==> src/sar_pkg.sv <==
/*
  shared constants and pin bundle for the converter sequencing and
  serial readout block.
  assumes a 40 MHz core clock; all pins arrive asynchronously.
*/
package sar_pkg;

  ////////////////////////////////////////////////////////////////////////
  // resolution and timing
  localparam int SAR_BITS = 18;
  localparam int CLK_PERIOD_NS = 25;
  // longest conversion time, rounded down to whole cycles
  localparam int CONV_MAX_NS = 1500;
  localparam int CONV_MAX_CYC = CONV_MAX_NS / CLK_PERIOD_NS;
  // cycles given to each approximation step
  localparam int STEP_CYC = CONV_MAX_CYC / SAR_BITS;

  ////////////////////////////////////////////////////////////////////////
  // reset values
  localparam logic [SAR_BITS-1:0] RESULT_RST = 18'h00000;
  localparam logic SDO_OE_RST = 1'b0;
  localparam logic BUSY_RST = 1'b0;
  localparam logic NAP_RST = 1'b1;

  ////////////////////////////////////////////////////////////////////////
  // pin bundle as seen after synchronisation
  typedef struct packed {
    logic convert_strobe;
    logic sck;
    logic readout_enable_or_cascade_in;
    logic cascade_select;
  } sar_pins_t;

  // shared pin resets to its disabled level: no output burst after reset
  localparam sar_pins_t PINS_RST = 4'h2;

  typedef enum logic {
    SAR_ACQUIRE,
    SAR_CONVERT
  } sar_state_t;

endpackage

==> src/sar_readout.sv <==
/*
  conversion sequencer, successive approximation register and serial
  readout shifter of an 18-bit converter.
  assumes: all pins (convert strobe, serial clock, shared pin, cascade
  select) are asynchronous to core_clk and are synchronised here; the
  comparator decision comes from analog logic settled on core_clk.
*/
module sar_readout
  import sar_pkg::*;
#(
  parameter int RES_BITS = SAR_BITS,
  parameter int STEP_CYCLES = STEP_CYC
) (
  input wire logic core_clk,
  input wire logic rst_n,
  input wire logic convert_strobe,
  input wire logic sck,
  input wire logic readout_enable_or_cascade_in,
  input wire logic cascade_select,
  input wire logic comp_keep,
  output logic [RES_BITS-1:0] sampling_capacitor_dac,
  output logic busy,
  output logic nap,
  output logic sdo,
  output logic sdo_oe
);

  ////////////////////////////////////////////////////////////////////////
  // parameter checks
  localparam int IDX_W = $clog2(RES_BITS);
  localparam int CNT_W = $clog2(STEP_CYCLES + 1);
  localparam logic [IDX_W-1:0] IDX_TOP = IDX_W'(RES_BITS - 1);
  localparam logic [IDX_W-1:0] IDX_ZERO = '0;
  localparam logic [CNT_W-1:0] CNT_LAST = CNT_W'(STEP_CYCLES - 1);
  localparam logic [CNT_W-1:0] CNT_ZERO = '0;
  localparam logic [CNT_W-1:0] CNT_ONE = CNT_W'(1);
  localparam logic [IDX_W-1:0] IDX_ONE = IDX_W'(1);

  if (RES_BITS < 2) begin : g_bad_bits
    $error("sar_readout: RES_BITS must be at least 2");
  end
  if (STEP_CYCLES < 1) begin : g_bad_step
    $error("sar_readout: STEP_CYCLES must be at least 1");
  end

  ////////////////////////////////////////////////////////////////////////
  // pin synchronisers
  sar_pins_t pins_raw;
  sar_pins_t pins_meta;
  sar_pins_t pins_sync;
  sar_pins_t pins_prev;

  assign pins_raw.convert_strobe = convert_strobe;
  assign pins_raw.sck = sck;
  assign pins_raw.readout_enable_or_cascade_in = readout_enable_or_cascade_in;
  assign pins_raw.cascade_select = cascade_select;

  // first stage feeds only the second: no logic on metastable bits
  always_ff @(posedge core_clk or negedge rst_n) begin
    if (!rst_n) begin
      pins_meta <= PINS_RST;
      pins_sync <= PINS_RST;
      pins_prev <= PINS_RST;
    end else begin
      pins_meta <= pins_raw;
      pins_sync <= pins_meta;
      pins_prev <= pins_sync;
    end
  end

  ////////////////////////////////////////////////////////////////////////
  // edge and mode decode
  wire logic strobe_rise;
  wire logic sck_rise;
  wire logic chain_mode;
  wire logic shared_pin;

  assign strobe_rise = pins_sync.convert_strobe & ~pins_prev.convert_strobe;
  assign sck_rise = pins_sync.sck & ~pins_prev.sck;
  assign chain_mode = pins_sync.cascade_select;
  assign shared_pin = pins_sync.readout_enable_or_cascade_in;

  ////////////////////////////////////////////////////////////////////////
  // conversion sequencer
  sar_state_t state;
  sar_state_t next_state;
  logic [CNT_W-1:0] step_cnt;
  logic [CNT_W-1:0] next_step_cnt;
  logic [IDX_W-1:0] bit_idx;
  logic [IDX_W-1:0] next_bit_idx;

  wire logic in_convert;
  wire logic start_conv;
  wire logic step_done;
  wire logic last_bit;
  wire logic conv_end;

  assign in_convert = (state == SAR_CONVERT);
  assign start_conv = (state == SAR_ACQUIRE) & strobe_rise;
  // step pace from the core clock
  assign step_done = in_convert & (step_cnt == CNT_LAST);
  assign last_bit = (bit_idx == IDX_ZERO);
  assign conv_end = step_done & last_bit;

  always_comb begin
    next_state = state;
    unique case (state)
      SAR_ACQUIRE: begin
        if (strobe_rise) begin
          next_state = SAR_CONVERT;
        end
      end
      SAR_CONVERT: begin
        if (conv_end) begin
          next_state = SAR_ACQUIRE;
        end
      end
    endcase
  end

  assign next_step_cnt = (start_conv | step_done) ? CNT_ZERO :
                         in_convert ? step_cnt + CNT_ONE : step_cnt;

  assign next_bit_idx = start_conv ? IDX_TOP :
                        (step_done & ~last_bit) ? bit_idx - IDX_ONE : bit_idx;

  always_ff @(posedge core_clk or negedge rst_n) begin
    if (!rst_n) begin
      state <= SAR_ACQUIRE;
      step_cnt <= CNT_ZERO;
      bit_idx <= IDX_TOP;
    end else begin
      state <= next_state;
      step_cnt <= next_step_cnt;
      bit_idx <= next_bit_idx;
    end
  end

  ////////////////////////////////////////////////////////////////////////
  // approximation register, one slice per bit
  logic [RES_BITS-1:0] next_dac;

  for (genvar i = 0; i < RES_BITS; i++) begin : g_sar_bit
    localparam logic [IDX_W-1:0] ME = IDX_W'(i);
    localparam logic START_VAL = (i == RES_BITS - 1);
    wire logic decide_me;
    wire logic trial_me;

    assign decide_me = step_done & (bit_idx == ME);
    assign trial_me = step_done & ~last_bit & (bit_idx - IDX_ONE == ME);
    // keep or drop the trial bit, then try the next weight
    assign next_dac[i] = start_conv ? START_VAL :
                         decide_me ? comp_keep :
                         trial_me ? 1'b1 : sampling_capacitor_dac[i];
  end

  always_ff @(posedge core_clk or negedge rst_n) begin
    if (!rst_n) begin
      sampling_capacitor_dac <= RESULT_RST;
    end else begin
      sampling_capacitor_dac <= next_dac;
    end
  end

  ////////////////////////////////////////////////////////////////////////
  // result coding
  wire logic [RES_BITS-1:0] result_word;

  // offset binary to two's complement by msb flip
  assign result_word = {~next_dac[RES_BITS-1], next_dac[RES_BITS-2:0]};

  ////////////////////////////////////////////////////////////////////////
  // status outputs
  wire logic next_busy;
  wire logic next_nap;

  assign next_busy = (next_state == SAR_CONVERT);
  assign next_nap = (next_state == SAR_ACQUIRE);

  always_ff @(posedge core_clk or negedge rst_n) begin
    if (!rst_n) begin
      busy <= BUSY_RST;
      nap <= NAP_RST;
    end else begin
      busy <= next_busy;
      nap <= next_nap;
    end
  end

  ////////////////////////////////////////////////////////////////////////
  // serial readout shifter
  logic [RES_BITS-1:0] shreg;
  logic [RES_BITS-1:0] next_shreg;
  wire logic shift_in;
  wire logic do_shift;
  wire logic next_sdo_oe;

  // chain mode takes upstream bits from the shared pin
  assign shift_in = chain_mode ? shared_pin : 1'b0;
  // edges during conversion are ignored, the host keeps them quiet
  assign do_shift = sck_rise & ~in_convert & sdo_oe;

  // load the word at conversion end
  // shift msb first on each rising serial clock while sdo_oe is set
  // own bits leave first, upstream bits follow
  assign next_shreg = conv_end ? result_word :
                      do_shift ? {shreg[RES_BITS-2:0], shift_in} : shreg;

  // normal mode: shared pin gates the output
  assign next_sdo_oe = chain_mode | ~shared_pin;

  always_ff @(posedge core_clk or negedge rst_n) begin
    if (!rst_n) begin
      shreg <= RESULT_RST;
      sdo_oe <= SDO_OE_RST;
    end else begin
      shreg <= next_shreg;
      sdo_oe <= next_sdo_oe;
    end
  end

  // msb is on the pin in the same edge that clears busy
  assign sdo = shreg[RES_BITS-1];

endmodule // sar_readout

==> config.mk <==
export PLATFORM = sky130hd
export DESIGN_NAME = sar_readout
export DESIGN_NICKNAME = d
export VERILOG_FILES = /design/src/sar_pkg.sv /design/src/sar_readout.sv
export SDC_FILE = /design/constraint.sdc
export NUM_CORES = 1
export LEC_CHECK = 0
export BUFFER_PORTS_ARGS = -buffer_cell sky130_fd_sc_hd__buf_2
export CORE_UTILIZATION = 45
export CTS_CLUSTER_SIZE = 8
export DETAILED_ROUTE_END_ITERATION = 10
export GPL_TIMING_DRIVEN = 0
export PLACE_DENSITY = 0.73
export SYNTH_ARGS = -nofsm -noshare
export SYNTH_HDL_FRONTEND = slang
export SYNTH_SLANG_ARGS = --single-unit
==> constraint.sdc <==
create_clock -name core_clk -period 2.7 [get_ports core_clk]
set_input_delay 0.54 -clock core_clk [delete_from_list [all_inputs] [get_ports core_clk]]
set_output_delay 0.54 -clock core_clk [all_outputs]
set_load 0.05 [all_outputs]
==> out/results.ini <==
[run_status]
outcome = completed

[clocking]
clkSinkCount = 56
cts-htree-levels = 2
post_cts_buffers = 0
root_buffer = clkbuf_8
clk_path_buf_depth = 2
cts_tree = yes
clk_transition_reported_paths_ns = 0.10
clk_latency_ns = 0.31
cts_made_buffers = 5

[timing]
rsz0062_at_grt = no
fin_setup_tns_ns = 0
finalCriticalPeriod_ns = 2.556
skew_ns = 0.005686
min_period_over_period_pct = 94.67
max-slew-margin-rel_pct = 48.20
setup_viol = 0
tightest_slew_ns = 0.7753
fmax_ghz = 0.3912
maxSlewViolCount = 0
final-hold-violation-count = 0

[worst_setup_path]
rrSetupSlack_ns = 0.14
reg2reg_from = bit_idx[0]$_DFFE_PN1P_
cpMaxStageDelayCell = dfstp_2
critPathKind = reg -> reg
crit_path_end_kind = register
arrival_ns = 2.74
worstRegToRegCells = 8
r2r-end = shreg[16]$_DFFE_PN0P_
path_buf_inv = 2
crit_chain = inv_1 > ha_1 > buf_2 > nor3b_1 > xnor2_1 > nor2_1 > a311oi_2 > o21ai_1
critical-path-top-delay-family = compound AO/OA/AOI/OAI gates
crit_fanout = 9
start_kind = register
worstPathRequired_ns = 2.88
crit_path_max_incr_delay_ns = 0.61

[yosys]
ys_warn_count = 0
synthFlopType = dfrtp_1
synth_most_common_cell = dfrtp_1
async_reset_ff_share_pct = 100.0
syn-num-nets = 277
synth_area_per_cell_um2 = 10.32
ys_ff_latch = 56
ys_seq_area_share_pct = 51.65
yosys.area.top_type = dfrtp_1
synth-edff-count = 0
syn_area_um2 = 2725
yosys.cell_types.count = 53
synth_area_leaders = dfrtp_1 47%, dfstp_2 4.8%, a21oi_1 3.9%
synth_top_area_share_pct = 46.83
synth_commonest_cells = 51 x dfrtp_1, 21 x a21oi_1, 19 x nor2_1
synthCells = 264

[pwr]
p_leak_nw = 1.336
max-vdd-ir-drop_mv = 0.6979
pwr-share-seq_pct = 35.9
combPwrFrac_pct = 49.5
clkPwrFrac_pct = 14.6
power.total_mw = 3.808
switching_share_pct = 47.33
power_density_nw_per_um2 = 1240
switching_power_mw = 1.802
intPower_mw = 2.006

[global_route]
grt_pass1_wl_um = 11360
gr-total-overflow = 0
grt_antenna_before_repair = 0
grt_max_degree = 57
grt_pass1_vias = 2251
grt_usage_pct = 23.63

[routing]
drt-total-wl_um = 7052
via_count = 2326
wire_per_inst_um = 19.01
drt_drc_violations_left = 0
vias_per_cell = 6.270
drt_iter0_markers = 228
drtPass1Iterations = 5
antenna_left = 0

[floorplanning]
dieArea_um2 = 6371
ios = 29
die-height_um = 79.82
die_x_um = 79.82
start_util_pct = 48.02
placementRows = 27
core_area_um2 = 5675

[flow_run]
drv_cap = 0

[place]
dpl_cell_area_um2 = 2950
port_buffers = 27
hpwl_um = 4853
place.gp.congestion = 0.9458

[layout]
num_antenna_cells = 0
design_area_um2 = 3070
syn_to_final_growth_pct = 12.67
fin_nets = 311
layout-drive-gt1-share_pct = 19.06

[hold_path]
worstHoldPathType = in -> async

==> layout by cell type (no fill, tap or decap), drive strengths merged, types with 8 or more instances in the layout <==
master and count:
buf 34, a22oi 8, inv 8, nor2 19, a221oi 11, o21ai 19
dfrtp 51, a211oi 13, nor3 8, clkbuf 14, mux2i 8, nand2 18
a21oi 21
==> registers in the layout (all words and copies together) (netlist names) <==
| name | flops |
|---|---|
| sampling_capacitor_dac | 18 |
| pins_sync | 2 |
| busy | 1 |
| step_cnt | 2 |
| pins_meta | 4 |
| nap | 1 |
| pins_prev | 2 |
| chain_mode | 1 |
| shared_pin | 1 |
| sdo_oe | 1 |
| bit_idx | 5 |
| shreg | 18 |
==> worst register-to-register path, cell delays in order, from the launching register on <==
cell and delay (ns):
dfstp_2 0.61, inv_1 0.10, ha_1 0.20, buf_2 0.17
nor3b_1 0.16, xnor2_1 0.42, nor2_1 0.15, a311oi_2 0.49
o21ai_1 0.14
==> area by class of cell <==
type / instances / area, um2
buffer: 15 / 73.82
clock inverter: 2 / 38.79
sequential: 56 / 1408
multi-input combinational: 186 / 1224
inverter: 7 / 26.28
clock buffer: 6 / 72.57
fill: 510 / 2605
timing repair buffer: 27 / 137.6
tap: 72 / 90.09
==> what timing repair did <==
action	in CTS	in global routing
resized for setup	0	1
setup endpoints to repair	0	2
hold buffers	0	0
==> power groups by stage <==
stage / Clock (mW) / Combinational (mW) / Sequential [mW]
global route: 0.602 / 2.03 / 1.40
floorplan: 0 / 0.957 / 1.77
finish: 0.556 / 1.89 / 1.37
CTS: 0.566 / 1.85 / 1.36
global placement: 0 / 1.82 / 1.36
detailed placement: 0 / 1.84 / 1.37
==> metal layers <==
layer  global-route usage (%)  vias to the layer above  wire length (um)
li1                         -                     1050                 -
met3                    3.086                       11               423
met5                        0                        -                 0
met2                    37.18                      110              3290
met1                    33.92                     1155              3249
met4                    6.964                        0                88
==> kinds of logic after synthesis <==
| family | count (synthesis) | synth area share, % |
|---|---|---|
| xor gates and xnor gates | 2 | 0.6429 |
| and+or+nand+nor | 81 | 16.16 |
| DFF | 56 | 51.65 |
| AOI/OAI and AO/OA | 89 | 22.18 |
| muxes | 8 | 2.939 |
| buffers and inverters | 22 | 3.673 |
| adders and majority gates | 6 | 2.755 |
==> worst max-delay path by stage <==
| stage | depth (start not counted) | slack [ns] | to | start |
|---|---|---|---|---|
| final | 8 | 0.14 | shreg[16]$_DFFE_PN0P_ | bit_idx[0]$_DFFE_PN1P_ |
| after global routing | 8 | 0.08 | shreg[16]$_DFFE_PN0P_ | bit_idx[0]$_DFFE_PN1P_ |
| after CTS | 8 | 0.1 | shreg[16]$_DFFE_PN0P_ | bit_idx[0]$_DFFE_PN1P_ |
| after detailed placement | 8 | 0.13 | shreg[16]$_DFFE_PN0P_ | bit_idx[0]$_DFFE_PN1P_ |
| after global placement | 8 | 0.15 | sampling_capacitor_dac[16]$_DFF_PN0_ | bit_idx[0]$_DFFE_PN1P_ |
| after floorplan | 7 | 0.68 | sampling_capacitor_dac[4]$_DFF_PN0_ | bit_idx[1]$_DFFE_PN0P_ |
==> stage by stage <==
| step | cells | hold slack [ns] | util (%) | setup slack (ns) |
|---|---|---|---|---|
| 4_1_cts | 371 | 0.3197 | 53.95 | 0.09865 |
| 3_5_place_dp | 363 | 0.3356 | 51.98 | 0.1284 |
| 2_1_floorplan | 264 | 0.2444 | - | 0.6807 |
| 3_3_place_gp | 363 | 0.3314 | 51.98 | 0.1494 |
| 5_1_grt | 371 | 0.3100 | 54.10 | 0.08033 |
| 6_report | 371 | 0.2570 | 54.10 | 0.1439 |
Note: power is estimated with default switching activity, not from simulation.
